$ cat src/verilog/dam_pkg.sv
/*
 * Constants and types for the distortion alarm sequencer.
 * Assumes a 10 MHz clock; every other file except the front end model imports this package.
 */
package dam_pkg;
	// Timing, in the unit as given, then derived clock counts.
	localparam int CLK_NS      = 100;
	localparam int CYCLE_MS    = 5;
	localparam int CYCLE_CLKS  = CYCLE_MS * 1000000 / CLK_NS;
	localparam int BLK_LEAD_MS = 5;
	localparam int DLY_STEP_MS = 5;
	localparam int DLY_MAX_MS  = 1800000;
	localparam int DLY_DEF_MS  = 10000;
	localparam int DLY_W       = 19;
	localparam logic [DLY_W-1:0] DLY_MAX = DLY_W'(DLY_MAX_MS / DLY_STEP_MS);
	localparam logic [DLY_W-1:0] DLY_DEF = DLY_W'(DLY_DEF_MS / DLY_STEP_MS);
	localparam int HYST_PCT    = 97;
	localparam int LOG_DEPTH   = 12;
	localparam int CNT_W       = 16;

	// Register byte offsets.
	localparam logic [7:0] REG_CTRL   = 8'h00;
	localparam logic [7:0] REG_THR    = 8'h04;
	localparam logic [7:0] REG_DLY    = 8'h08;
	localparam logic [7:0] REG_MASK   = 8'h0C;
	localparam logic [7:0] REG_STAT   = 8'h10;
	localparam logic [7:0] REG_CNT0   = 8'h14;
	localparam logic [7:0] REG_CNT1   = 8'h18;
	localparam logic [7:0] REG_CNT2   = 8'h1C;
	localparam logic [7:0] REG_LSEL   = 8'h20;
	localparam logic [7:0] REG_LTIME  = 8'h24;
	localparam logic [7:0] REG_LINFO  = 8'h28;
	localparam logic [7:0] REG_LPH01  = 8'h2C;
	localparam logic [7:0] REG_LPH2   = 8'h30;

	// Control fields and reset values.
	localparam int CTRL_EN_B   = 0;
	localparam int CTRL_POW_B  = 1;
	localparam int CTRL_GRP_L  = 4;
	localparam int CTRL_CLR_B  = 8;
	localparam logic        EN_RST   = 1'b1;
	localparam logic        POW_RST  = 1'b0;
	localparam logic [2:0]  GRP_RST  = 3'h1;
	localparam logic [15:0] THR_RST  = 16'h03E8;
	localparam logic [5:0]  MASK_RST = 6'h3F;
	localparam logic [1:0]  RESP_OK  = 2'h0;
	localparam logic [1:0]  RESP_ERR = 2'h2;

	typedef enum logic [2:0] {
		EV_START_ON, EV_START_OFF, EV_ALARM_ON,
		EV_ALARM_OFF, EV_BLK_ON, EV_BLK_OFF
	} dam_ev_t;

	typedef enum logic [1:0] {ST_NORMAL, ST_START, ST_ALARM, ST_BLOCKED} dam_state_t;

	typedef struct packed {
		logic [31:0]      ts;
		dam_ev_t          ev;
		logic [2:0]       grp;
		logic [2:0][15:0] ph;
	} dam_rec_t;
endpackage

$ cat src/verilog/dam_log_if.sv
/*
 * Link between the sequencer and its record log.
 * Assumes both ends run on the same clock.
 */
`timescale 1ns/1ns
interface dam_log_if;
	import dam_pkg::*;
	logic     wr;
	dam_rec_t wr_rec;
	logic [3:0] rd_idx;
	dam_rec_t rd_rec;
	logic [3:0] fill;
	modport seq (output wr, wr_rec, rd_idx, input rd_rec, fill);
	modport log (input wr, wr_rec, rd_idx, output rd_rec, fill);
endinterface

$ cat src/verilog/dam_log.sv
/*
 * Circular record log; index 0 reads the newest record.
 * Assumes at most one write per clock from the sequencer.
 */
`timescale 1ns/1ns
module dam_log #(
	parameter int DEPTH = dam_pkg::LOG_DEPTH
) (
	// Clock and reset
	input wire logic aclk,
	input wire logic aresetn,
	// Sequencer side
	dam_log_if.log   lif
);
	import dam_pkg::*;

	dam_rec_t   mem_q [DEPTH];
	logic [3:0] wp_q;
	logic [3:0] fill_q;
	int         pos;

	always_ff @(posedge aclk) begin
		if (!aresetn) begin
			wp_q   <= 4'h0;
			fill_q <= 4'h0;
		end else if (lif.wr) begin
			// The oldest entry is overwritten once the log is full.
			wp_q <= (wp_q == 4'(DEPTH - 1)) ? 4'h0 : wp_q + 4'h1;
			if (fill_q != 4'(DEPTH))
				fill_q <= fill_q + 4'h1;
		end
	end

	always_ff @(posedge aclk) begin
		if (lif.wr)
			mem_q[wp_q] <= lif.wr_rec;
	end

	always_comb begin
		pos = int'(wp_q) - 1 - int'(lif.rd_idx);
		if (pos < 0)
			pos = pos + DEPTH;
		if (lif.rd_idx < fill_q)
			lif.rd_rec = mem_q[pos];
		else
			lif.rd_rec = '0;
	end

	assign lif.fill = fill_q;
endmodule

$ cat src/verilog/dam_seq.sv
/*
 * Distortion alarm sequencer with AXI4-Lite registers, event pulses,
 * saturating counters and a twelve-record log.
 * Assumes distortion inputs and the time stamp come from logic on aclk,
 * in units of 0.01 %; the blocking input is asynchronous.
 */
// The AXI4-Lite register port and the placing of the registers were chosen for this implementation.
// Function
// - Blocking input is sampled once per program cycle before pick-up evaluation.
// - Pick-up active and not blocked: assert start, begin alarm delay.
// - Pick-up active while blocked: assert blocked, no start or alarm.
// - Blocking after start drops start with normal release handling.
// - Definite alarm delay up to 1800 s in 5 ms steps, default 10 s.
// - Each event kind separately selects storing of ON, OFF or both; mask_q here gates only the evt_q pulses, the log keeps ON records unmasked.
// - Every event carries the time stamp of its status change.
// - Separate start, alarm, blocked counters, cleared by a request.
// - Six events: ON and OFF for start, alarm and blocked.
// - Circular log keeps the twelve newest records, oldest overwritten.
// - Log record on ON of start, alarm, blocked: time, event, group.
// - Record also holds the three phase distortion values.
// - Pick-up when any phase exceeds the threshold, only while enabled.
// - Pick-up releases only below 97 % of the threshold.
// - One static setting selects amplitude or power ratio for all phases.
`timescale 1ns/1ns
module dam_seq #(
	parameter int CYCLE_CLKS = dam_pkg::CYCLE_CLKS,
	parameter int DEPTH      = dam_pkg::LOG_DEPTH
) (
	// Clock and reset
	input  wire logic              aclk,
	input  wire logic              aresetn,
	// AXI4-Lite slave
	input  wire logic [7:0]        s_axi_awaddr,
	input  wire logic              s_axi_awvalid,
	output wire logic              s_axi_awready,
	input  wire logic [31:0]       s_axi_wdata,
	input  wire logic [3:0]        s_axi_wstrb,
	input  wire logic              s_axi_wvalid,
	output wire logic              s_axi_wready,
	output wire logic [1:0]        s_axi_bresp,
	output wire logic              s_axi_bvalid,
	input  wire logic              s_axi_bready,
	input  wire logic [7:0]        s_axi_araddr,
	input  wire logic              s_axi_arvalid,
	output wire logic              s_axi_arready,
	output wire logic [31:0]       s_axi_rdata,
	output wire logic [1:0]        s_axi_rresp,
	output wire logic              s_axi_rvalid,
	input  wire logic              s_axi_rready,
	// Measurement front end, blocking and time
	input  wire logic [2:0][15:0]  amplitude_ratio_distortion,
	input  wire logic [2:0][15:0]  power_ratio_distortion,
	input  wire logic              block_in,
	input  wire logic [31:0]       ts_now,
	// Status outputs and event pulses
	output logic                   start_q,
	output logic                   alarm_q,
	output logic                   blocked_q,
	output logic [5:0]             evt_q,
	output logic [31:0]            evt_ts_q
);
	import dam_pkg::*;

	dam_log_if lif ();

	dam_log #(.DEPTH(DEPTH)) u_log (
		.aclk    (aclk),
		.aresetn (aresetn),
		.lif     (lif.log)
	);

	logic             awready_q, wready_q, bvalid_q, arready_q, rvalid_q;
	logic             rd_pend_q;
	logic [1:0]       bresp_q, rresp_q;
	logic [7:0]       awaddr_q, araddr_q;
	logic [31:0]      wdata_q, rdata_q, rmux, wcur, wmrg;
	logic [3:0]       wstrb_q;
	logic             rhit;
	logic             en_q, pow_q, pick_q, pick_d, tick_q;
	logic [2:0]       grp_q;
	logic [15:0]      thr_q;
	logic [DLY_W-1:0] dly_q, tmr_q, tmr_d;
	logic [5:0]       mask_q, edg;
	logic [3:0]       lsel_q;
	logic [31:0]      div_q;
	logic             blk_m_q, blk_s_q;
	logic             do_wr, cnt_clr, over, under;
	logic [2:0][15:0] ph;
	logic [2:0]       st_new;
	logic [CNT_W-1:0] cnt_q [3];
	logic             wr_q;
	dam_rec_t         rec_q;
	dam_state_t       state_q, state_d;

	assign s_axi_awready = awready_q;
	assign s_axi_wready  = wready_q;
	assign s_axi_bvalid  = bvalid_q;
	assign s_axi_bresp   = bresp_q;
	assign s_axi_arready = arready_q;
	assign s_axi_rvalid  = rvalid_q;
	assign s_axi_rdata   = rdata_q;
	assign s_axi_rresp   = rresp_q;

	function automatic logic [31:0] merge(input logic [31:0] o, input logic [31:0] d,
		input logic [3:0] s);
		logic [31:0] r;
		r = o;
		for (int i = 0; i < 4; i++)
			if (s[i])
				r[8*i +: 8] = d[8*i +: 8];
		return r;
	endfunction

	// Write channel: address and data are taken in either order.
	assign do_wr   = !awready_q && !wready_q && !bvalid_q;
	assign cnt_clr = do_wr && awaddr_q == REG_CTRL && wstrb_q[1] && wdata_q[CTRL_CLR_B];

	always_ff @(posedge aclk) begin
		if (!aresetn) begin
			awready_q <= 1'b1;
			wready_q  <= 1'b1;
			bvalid_q  <= 1'b0;
			bresp_q   <= RESP_OK;
			awaddr_q  <= 8'h00;
			wdata_q   <= 32'h0000_0000;
			wstrb_q   <= 4'h0;
		end else begin
			if (awready_q && s_axi_awvalid) begin
				awaddr_q  <= s_axi_awaddr;
				awready_q <= 1'b0;
			end
			if (wready_q && s_axi_wvalid) begin
				wdata_q  <= s_axi_wdata;
				wstrb_q  <= s_axi_wstrb;
				wready_q <= 1'b0;
			end
			if (do_wr) begin
				bvalid_q <= 1'b1;
				bresp_q  <= (awaddr_q > REG_LPH2 || awaddr_q[1:0] != 2'h0) ? RESP_ERR : RESP_OK;
			end
			if (bvalid_q && s_axi_bready) begin
				bvalid_q  <= 1'b0;
				awready_q <= 1'b1;
				wready_q  <= 1'b1;
			end
		end
	end

	// Byte lanes merge into the register's present value.
	always_comb begin
		unique case (awaddr_q)
			REG_CTRL: wcur = {25'h0, grp_q, 2'h0, pow_q, en_q};
			REG_THR:  wcur = {16'h0, thr_q};
			REG_DLY:  wcur = {13'h0, dly_q};
			REG_MASK: wcur = {26'h0, mask_q};
			REG_LSEL: wcur = {28'h0, lsel_q};
			default:  wcur = 32'h0000_0000;
		endcase
		wmrg = merge(wcur, wdata_q, wstrb_q);
	end

	// Settings; read-only offsets ignore writes.
	always_ff @(posedge aclk) begin
		if (!aresetn) begin
			en_q   <= EN_RST;
			pow_q  <= POW_RST;
			grp_q  <= GRP_RST;
			thr_q  <= THR_RST;
			dly_q  <= DLY_DEF;
			mask_q <= MASK_RST;
			lsel_q <= 4'h0;
		end else if (do_wr) begin
			unique case (awaddr_q)
				REG_CTRL: begin
					en_q  <= wmrg[CTRL_EN_B];
					pow_q <= wmrg[CTRL_POW_B];
					grp_q <= wmrg[CTRL_GRP_L +: 3];
				end
				REG_THR:  thr_q <= wmrg[15:0];
				REG_DLY: begin
					// Delays beyond the longest setting are held at the longest.
					if (wmrg > {13'h0, DLY_MAX})
						dly_q <= DLY_MAX;
					else
						dly_q <= wmrg[DLY_W-1:0];
				end
				REG_MASK: mask_q <= wmrg[5:0];
				REG_LSEL: lsel_q <= wmrg[3:0];
				default:  ;
			endcase
		end
	end

	// Read channel: one cycle of decode after the address is taken.
	assign lif.rd_idx = lsel_q;

	always_comb begin
		rmux = 32'h0000_0000;
		rhit = 1'b1;
		unique case (araddr_q)
			REG_CTRL:  rmux = {25'h0, grp_q, 2'h0, pow_q, en_q};
			REG_THR:   rmux = {16'h0, thr_q};
			REG_DLY:   rmux = {13'h0, dly_q};
			REG_MASK:  rmux = {26'h0, mask_q};
			REG_STAT:  rmux = {28'h0, pick_q, blocked_q, alarm_q, start_q};
			REG_CNT0:  rmux = {16'h0, cnt_q[0]};
			REG_CNT1:  rmux = {16'h0, cnt_q[1]};
			REG_CNT2:  rmux = {16'h0, cnt_q[2]};
			REG_LSEL:  rmux = {20'h0, lif.fill, 4'h0, lsel_q};
			REG_LTIME: rmux = lif.rd_rec.ts;
			REG_LINFO: rmux = {24'h0, 1'b0, lif.rd_rec.grp, 1'b0, lif.rd_rec.ev};
			REG_LPH01: rmux = {lif.rd_rec.ph[1], lif.rd_rec.ph[0]};
			REG_LPH2:  rmux = {16'h0, lif.rd_rec.ph[2]};
			default:   rhit = 1'b0;
		endcase
	end

	always_ff @(posedge aclk) begin
		if (!aresetn) begin
			arready_q <= 1'b1;
			rd_pend_q <= 1'b0;
			rvalid_q  <= 1'b0;
			araddr_q  <= 8'h00;
			rdata_q   <= 32'h0000_0000;
			rresp_q   <= RESP_OK;
		end else begin
			if (arready_q && s_axi_arvalid) begin
				araddr_q  <= s_axi_araddr;
				arready_q <= 1'b0;
				rd_pend_q <= 1'b1;
			end
			if (rd_pend_q) begin
				rd_pend_q <= 1'b0;
				rvalid_q  <= 1'b1;
				rdata_q   <= rmux;
				rresp_q   <= rhit ? RESP_OK : RESP_ERR;
			end
			if (rvalid_q && s_axi_rready) begin
				rvalid_q  <= 1'b0;
				arready_q <= 1'b1;
			end
		end
	end

	// Program cycle divider and blocking input synchroniser.
	always_ff @(posedge aclk) begin
		if (!aresetn) begin
			div_q  <= 32'h0000_0000;
			tick_q <= 1'b0;
		end else begin
			tick_q <= div_q == 32'(CYCLE_CLKS - 1);
			div_q  <= (div_q == 32'(CYCLE_CLKS - 1)) ? 32'h0000_0000 : div_q + 32'h1;
		end
	end

	always_ff @(posedge aclk) begin
		if (!aresetn) begin
			blk_m_q <= 1'b0;
			blk_s_q <= 1'b0;
		end else begin
			blk_m_q <= block_in;
			blk_s_q <= blk_m_q;
		end
	end

	// Pick-up with a fixed 97 % release ratio against the common threshold.
	assign ph = pow_q ? power_ratio_distortion : amplitude_ratio_distortion;

	always_comb begin
		over  = 1'b0;
		under = 1'b1;
		for (int i = 0; i < 3; i++) begin
			if (ph[i] > thr_q)
				over = 1'b1;
			if (32'(ph[i]) * 32'd100 >= 32'(thr_q) * 32'(HYST_PCT))
				under = 1'b0;
		end
		if (!en_q)
			pick_d = 1'b0;
		else if (over)
			pick_d = 1'b1;
		else if (under)
			pick_d = 1'b0;
		else
			pick_d = pick_q;
	end

	always_ff @(posedge aclk) begin
		if (!aresetn)
			pick_q <= 1'b0;
		else if (tick_q)
			pick_q <= pick_d;
	end

	// Sequencer: blocking is the value sampled at this program cycle's start.
	always_comb begin
		state_d = state_q;
		tmr_d   = tmr_q;
		if (tick_q) begin
			unique case (state_q)
				ST_NORMAL: if (pick_d) begin
					state_d = blk_s_q ? ST_BLOCKED : ST_START;
					tmr_d   = '0;
				end
				ST_START, ST_ALARM: if (!pick_d || blk_s_q) begin
					// Late blocking drops start and alarm like a dropped pick-up, but goes to blocked while pick-up holds.
					state_d = pick_d ? ST_BLOCKED : ST_NORMAL;
				end else if (state_q == ST_START) begin
					tmr_d = tmr_q + 1'b1;
					if (tmr_d >= dly_q)
						state_d = ST_ALARM;
				end
				ST_BLOCKED: if (!pick_d)
					state_d = ST_NORMAL;
			endcase
		end
	end

	assign st_new = {state_d == ST_BLOCKED, state_d == ST_ALARM,
		state_d == ST_START || state_d == ST_ALARM};
	assign edg = {!st_new[2] & blocked_q, st_new[2] & !blocked_q,
		!st_new[1] & alarm_q, st_new[1] & !alarm_q,
		!st_new[0] & start_q, st_new[0] & !start_q};

	always_ff @(posedge aclk) begin
		if (!aresetn) begin
			state_q   <= ST_NORMAL;
			tmr_q     <= '0;
			start_q   <= 1'b0;
			alarm_q   <= 1'b0;
			blocked_q <= 1'b0;
		end else begin
			state_q   <= state_d;
			tmr_q     <= tmr_d;
			start_q   <= st_new[0];
			alarm_q   <= st_new[1];
			blocked_q <= st_new[2];
		end
	end

	// Event pulses, filtered per event, stamped with the change time.
	always_ff @(posedge aclk) begin
		if (!aresetn) begin
			evt_q    <= 6'h00;
			evt_ts_q <= 32'h0000_0000;
		end else begin
			evt_q <= edg & mask_q;
			if (|edg)
				evt_ts_q <= ts_now;
		end
	end

	// Counters; a rise in the clearing cycle still counts.
	for (genvar g = 0; g < 3; g++) begin : g_cnt
		always_ff @(posedge aclk) begin
			if (!aresetn)
				cnt_q[g] <= '0;
			else if (edg[2*g])
				cnt_q[g] <= cnt_clr ? CNT_W'(1) : cnt_q[g] + CNT_W'(&cnt_q[g] ? 0 : 1);
			else if (cnt_clr)
				cnt_q[g] <= '0;
		end
	end

	// Log record on ON transitions only.
	always_ff @(posedge aclk) begin
		if (!aresetn) begin
			wr_q  <= 1'b0;
			rec_q <= '0;
		end else begin
			wr_q <= edg[EV_START_ON] | edg[EV_ALARM_ON] | edg[EV_BLK_ON];
			rec_q.ts  <= ts_now;
			rec_q.grp <= grp_q;
			rec_q.ph  <= ph;
			rec_q.ev  <= edg[EV_ALARM_ON] ? EV_ALARM_ON :
				edg[EV_START_ON] ? EV_START_ON : EV_BLK_ON;
		end
	end

	assign lif.wr     = wr_q;
	assign lif.wr_rec = rec_q;
endmodule
$ cat config.mk
export PLATFORM = sky130hd
export DESIGN_NAME = dam_seq
export DESIGN_NICKNAME = d
export VERILOG_FILES = /design/src/verilog/dam_pkg.sv /design/src/verilog/dam_log_if.sv /design/src/verilog/dam_log.sv /design/src/verilog/dam_seq.sv
export SDC_FILE = /design/constraint.sdc
export NUM_CORES = 2
export LEC_CHECK = 0
export BUFFER_PORTS_ARGS = -buffer_cell sky130_fd_sc_hd__buf_2
export CORE_UTILIZATION = 40
export CTS_BUF_LIST = sky130_fd_sc_hd__clkbuf_4
export DETAILED_ROUTE_END_ITERATION = 6
export GPL_TIMING_DRIVEN = 0
export RECOVER_POWER = 50
export SLEW_MARGIN = 20
export SYNTH_ARGS = -nofsm -noshare
export SYNTH_HDL_FRONTEND = slang
export SYNTH_HIERARCHICAL = 1
export SYNTH_SLANG_ARGS = --single-unit
$ cat constraint.sdc
create_clock -name aclk -period 10.03 [get_ports aclk]
set_clock_uncertainty 0.2 [all_clocks]
set_input_delay 2.006 -clock aclk [delete_from_list [all_inputs] [get_ports aclk]]
set_output_delay 2.006 -clock aclk [all_outputs]
set_load 0.05 [all_outputs]
==> metrics.txt <==
# TYPE chip_impl_metric gauge
chip_impl_metric{name="final_nets",unit=""} 5954
chip_impl_info{name="synthFlopType",value="sky130_fd_sc_hd__edfxtp_1"} 1
chip_impl_metric{name="port_buffers",unit=""} 265
chip_impl_metric{name="cts_repair_resizes",unit=""} 26
chip_impl_metric{name="io-pin-count",unit=""} 270
chip_impl_info{name="clk_root_buffer_cell",value="sky130_fd_sc_hd__clkbuf_4"} 1
chip_impl_metric{name="nFillCells",unit=""} 14600
chip_impl_metric{name="globalRoute.totalOverflow",unit=""} 0
chip_impl_metric{name="hold_buffers",unit=""} 0
chip_impl_metric{name="cts_sinks",unit=""} 1414
chip_impl_metric{name="final_worst_path_cycle_share",unit="%"} 94.7
chip_impl_metric{name="area_growth",unit="%"} 14.6
chip_impl_info{name="min_path_type",value="reg2reg"} 1
chip_impl_info{name="status",value="complete, but fails checks"} 1
chip_impl_metric{name="dieWidth",unit="µm"} 407
chip_impl_info{name="tritoncts",value="done"} 1
chip_impl_metric{name="cpPeakStageDelay",unit="ns"} 0.76
chip_impl_metric{name="timing.final.setup_violations",unit=""} 0
chip_impl_metric{name="first_pass_grt_wire_length",unit="mm"} 279
chip_impl_info{name="grt_setup_unrepaired",value="no"} 1
chip_impl_metric{name="detail_route.iter0.violations",unit=""} 4162
chip_impl_metric{name="worst_ir_drop_vdd",unit="mV"} 0.113
chip_impl_metric{name="netlist_instances",unit=""} 4647
chip_impl_metric{name="achievable-frequency",unit="GHz"} 0.105
chip_impl_info{name="worst_path_max_delay_cell",value="sky130_fd_sc_hd__or3_2"} 1
chip_impl_info{name="crit_path_start_kind",value="flop"} 1
chip_impl_metric{name="routed_wire_length_per_instance",unit="µm"} 24.6
chip_impl_metric{name="route.antenna.remaining_nets",unit=""} 0
chip_impl_metric{name="timing.max_slew.rel_slack",unit="%"} -109
chip_impl_metric{name="ctsLongestPathBuffers",unit=""} 4
chip_impl_info{name="synth.cells.most_frequent",value="sky130_fd_sc_hd__edfxtp_1, sky130_fd_sc_hd__ha_1, sky130_fd_sc_hd__nand2_1"} 1
chip_impl_metric{name="cts-buffers-inserted",unit=""} 374
chip_impl_info{name="critical-path-top-cell-by-count",value="sky130_fd_sc_hd__ha_1"} 1
chip_impl_metric{name="start_util",unit="%"} 40.3
chip_impl_metric{name="maximum_number_of_pins_on_one_net_before_global_route_repair",unit=""} 41
chip_impl_metric{name="remaining_drc_errors",unit=""} 0
chip_impl_metric{name="via_per_inst",unit=""} 5.46
chip_impl_metric{name="drv_slew",unit=""} 338
chip_impl_metric{name="vias",unit=""} 42600
chip_impl_metric{name="post_cts_buffers",unit=""} 0
chip_impl_metric{name="worst-slew-pin-transition",unit="ns"} 3.14
chip_impl_metric{name="clock_latency",unit="ns"} 1.29
chip_impl_metric{name="vert_die_dim",unit="µm"} 407
chip_impl_info{name="critPathCaptureType",value="flop"} 1
chip_impl_metric{name="core_region_area",unit="µm²"} 163000
chip_impl_metric{name="timing.critical_path.arrival",unit="ns"} 10.23
chip_impl_metric{name="largest_fanout_on_the_critical_path",unit=""} 16
chip_impl_metric{name="gp_routability_congestion",unit=""} 0.945
chip_impl_metric{name="ys_seq_area_share",unit="%"} 59.7
chip_impl_info{name="violations_in_the_final_reports",value="capacitance limit, slew limit"} 1
chip_impl_metric{name="ys_ff_latch",unit=""} 1414
chip_impl_metric{name="gr_util_all_layers",unit="%"} 23.2
chip_impl_metric{name="timing_hold_violations_final",unit=""} 0
chip_impl_metric{name="summed_negative_setup_slack_over_all_endpoints",unit="ns"} 0
chip_impl_metric{name="asyncSetResetFlopFracSynth",unit="%"} 0
chip_impl_metric{name="placementRows",unit=""} 148
chip_impl_metric{name="mappedNetlistArea",unit="µm²"} 65500
chip_impl_metric{name="yosysUniqueCellTypes",unit=""} 84
chip_impl_metric{name="finalCriticalPeriod",unit="ns"} 9.49
chip_impl_metric{name="fin_hold_ws",unit="ns"} 0.236
chip_impl_metric{name="power_leakage",unit="nW"} 28.0
chip_impl_metric{name="htree_levels",unit=""} 5
chip_impl_metric{name="post_route_cells_drive_above_1_share",unit="%"} 23.5
chip_impl_metric{name="synthesis.area_per_instance",unit="µm²"} 14.1
chip_impl_info{name="netlist_top_cells_area",value="sky130_fd_sc_hd__edfxtp_1, sky130_fd_sc_hd__dfxtp_1, sky130_fd_sc_hd__mux4_2"} 1
chip_impl_info{name="worstSetupPathType",value="reg2reg"} 1
chip_impl_metric{name="dieArea",unit="µm²"} 165000
chip_impl_metric{name="route.final.wire_length",unit="mm"} 192
chip_impl_metric{name="via_count_of_the_first_global_routing_pass",unit=""} 42300
chip_impl_metric{name="synth-edff-count",unit=""} 1080
chip_impl_metric{name="first_pass_iters",unit=""} 6
chip_impl_metric{name="drv_cap",unit=""} 14
chip_impl_metric{name="hpwl",unit="mm"} 136
chip_impl_info{name="netlist.top_cell.by_area",value="sky130_fd_sc_hd__edfxtp_1"} 1
chip_impl_info{name="synthMostInstantiatedCell",value="sky130_fd_sc_hd__edfxtp_1"} 1
chip_impl_metric{name="clkTransAtPathRegs",unit="ns"} 0.07
chip_impl_metric{name="cp.required",unit="ns"} 10.77
chip_impl_metric{name="ys.warnings.count",unit=""} 6
chip_impl_metric{name="antenna_found_initial",unit=""} 11
chip_impl_metric{name="synth_largest_type_area_fraction",unit="%"} 49.5
chip_impl_metric{name="powerDensity",unit="nW/µm²"} 168
-- cell families after synthesis --
group / after synthesis / share of synthesized area (%)
DFF: 1414 / 59.7
muxes: 433 / 11.6
buffers and inverters: 443 / 2.77
adders and majority gates: 431 / 8.71
and+or+nand+nor: 1081 / 7.76
xor gates and xnor gates: 150 / 2.02
other: 1 / 0.00572
AOI/OAI and AO/OA: 694 / 7.44
-- cell usage in the layout (no fill, tap or decap), drive strengths merged, types with 149 or more instances in the layout --
master / netlist / final
mux2i: 149 / 149
edfxtp: 1080 / 1080
clkbuf: 134 / 698
inv: 238 / 243
nor2: 312 / 312
dfxtp: 334 / 334
mux4: 260 / 260
nand2: 338 / 338
buf: 71 / 366
ha: 389 / 389
a21oi: 197 / 197
-- flip-flops by register name (all words and copies together), names as in the netlist, 16 cells and up --
name         cells
lif.wr_rec      85
evt_ts_q        32
u_log/mem_q   1032
tmr_q           19
cnt_q           48
dly_q           19
div_q           32
thr_q           16
s_axi_rdata     32
wdata_q         32
-- layout make-up --
cell class,count,area [µm²],share of cell area [%]
antenna,17,42.5,0.0566
inverter,238,893,1.19
tap,2175,2720,3.62
sequential,1414,39100,52.1
timing repair buffer,301,1900,2.53
clock buffer,560,4200,5.60
multi-input combinational,2803,24800,33.0
buffer,203,956,1.27
clock inverter,98,464,0.618
-- routing by layer --
layer  GRT usage (%)  wire, µm  share of wire [%]
met4            8.40      6270                3.3
met5               0        55              0.029
met2            38.0     92300                 48
met1            30.8     79700                 41
met3            4.34     14100                7.3
-- path summary, 6_finish.rpt --
path	from	endpoint	slack [ns]	cells past startpoint
worst min-delay path	blk_m_q$_SDFF_PN0_	blk_s_q$_SDFF_PN0_	0.24	1
worst min register to register	blk_m_q$_SDFF_PN0_	blk_s_q$_SDFF_PN0_	0.24	1
worst max-delay path	pow_q$_SDFFE_PN0P_	cnt_q[0][14]$_SDFFCE_PP0P_	0.54	32
worst max register to register	pow_q$_SDFFE_PN0P_	cnt_q[0][14]$_SDFFCE_PP0P_	0.54	32
-- stage by stage --
step	cells	setup slack, ns	area [µm²]	power (mW)	util (%)
2_1_floorplan	4660	0.902	65600	7.39	-
3_3_place_gp	7100	-4.71	69600	7.74	42.8
3_5_place_dp	7136	-2.57	70400	7.77	43.3
4_1_cts	7792	0.0291	75200	12.7	46.2
5_1_grt	7802	0.0283	75100	13.2	46.1
6_report	7809	0.536	75100	12.6	46.1
-- critical path: cells and delay by family (launching register included) --
family	cells	cell delay, ns
AOI/OAI and AO/OA	13	2.89
xor gates and xnor gates	1	0.10
adders and majority gates	7	2.05
buffers and inverters	6	1.17
DFF	1	0.50
muxes	1	0.40
and+or+nand+nor	4	1.77
-- power breakdown --
| group | internal (mW) | total, mW | switching [mW] |
|---|---|---|---|
| sequential | 6.33 | 6.42 | 0.0840 |
| combinational | 0.512 | 1.24 | 0.728 |
| clock | 2.62 | 4.96 | 2.34 |
Power figures use the tool's default switching activity.
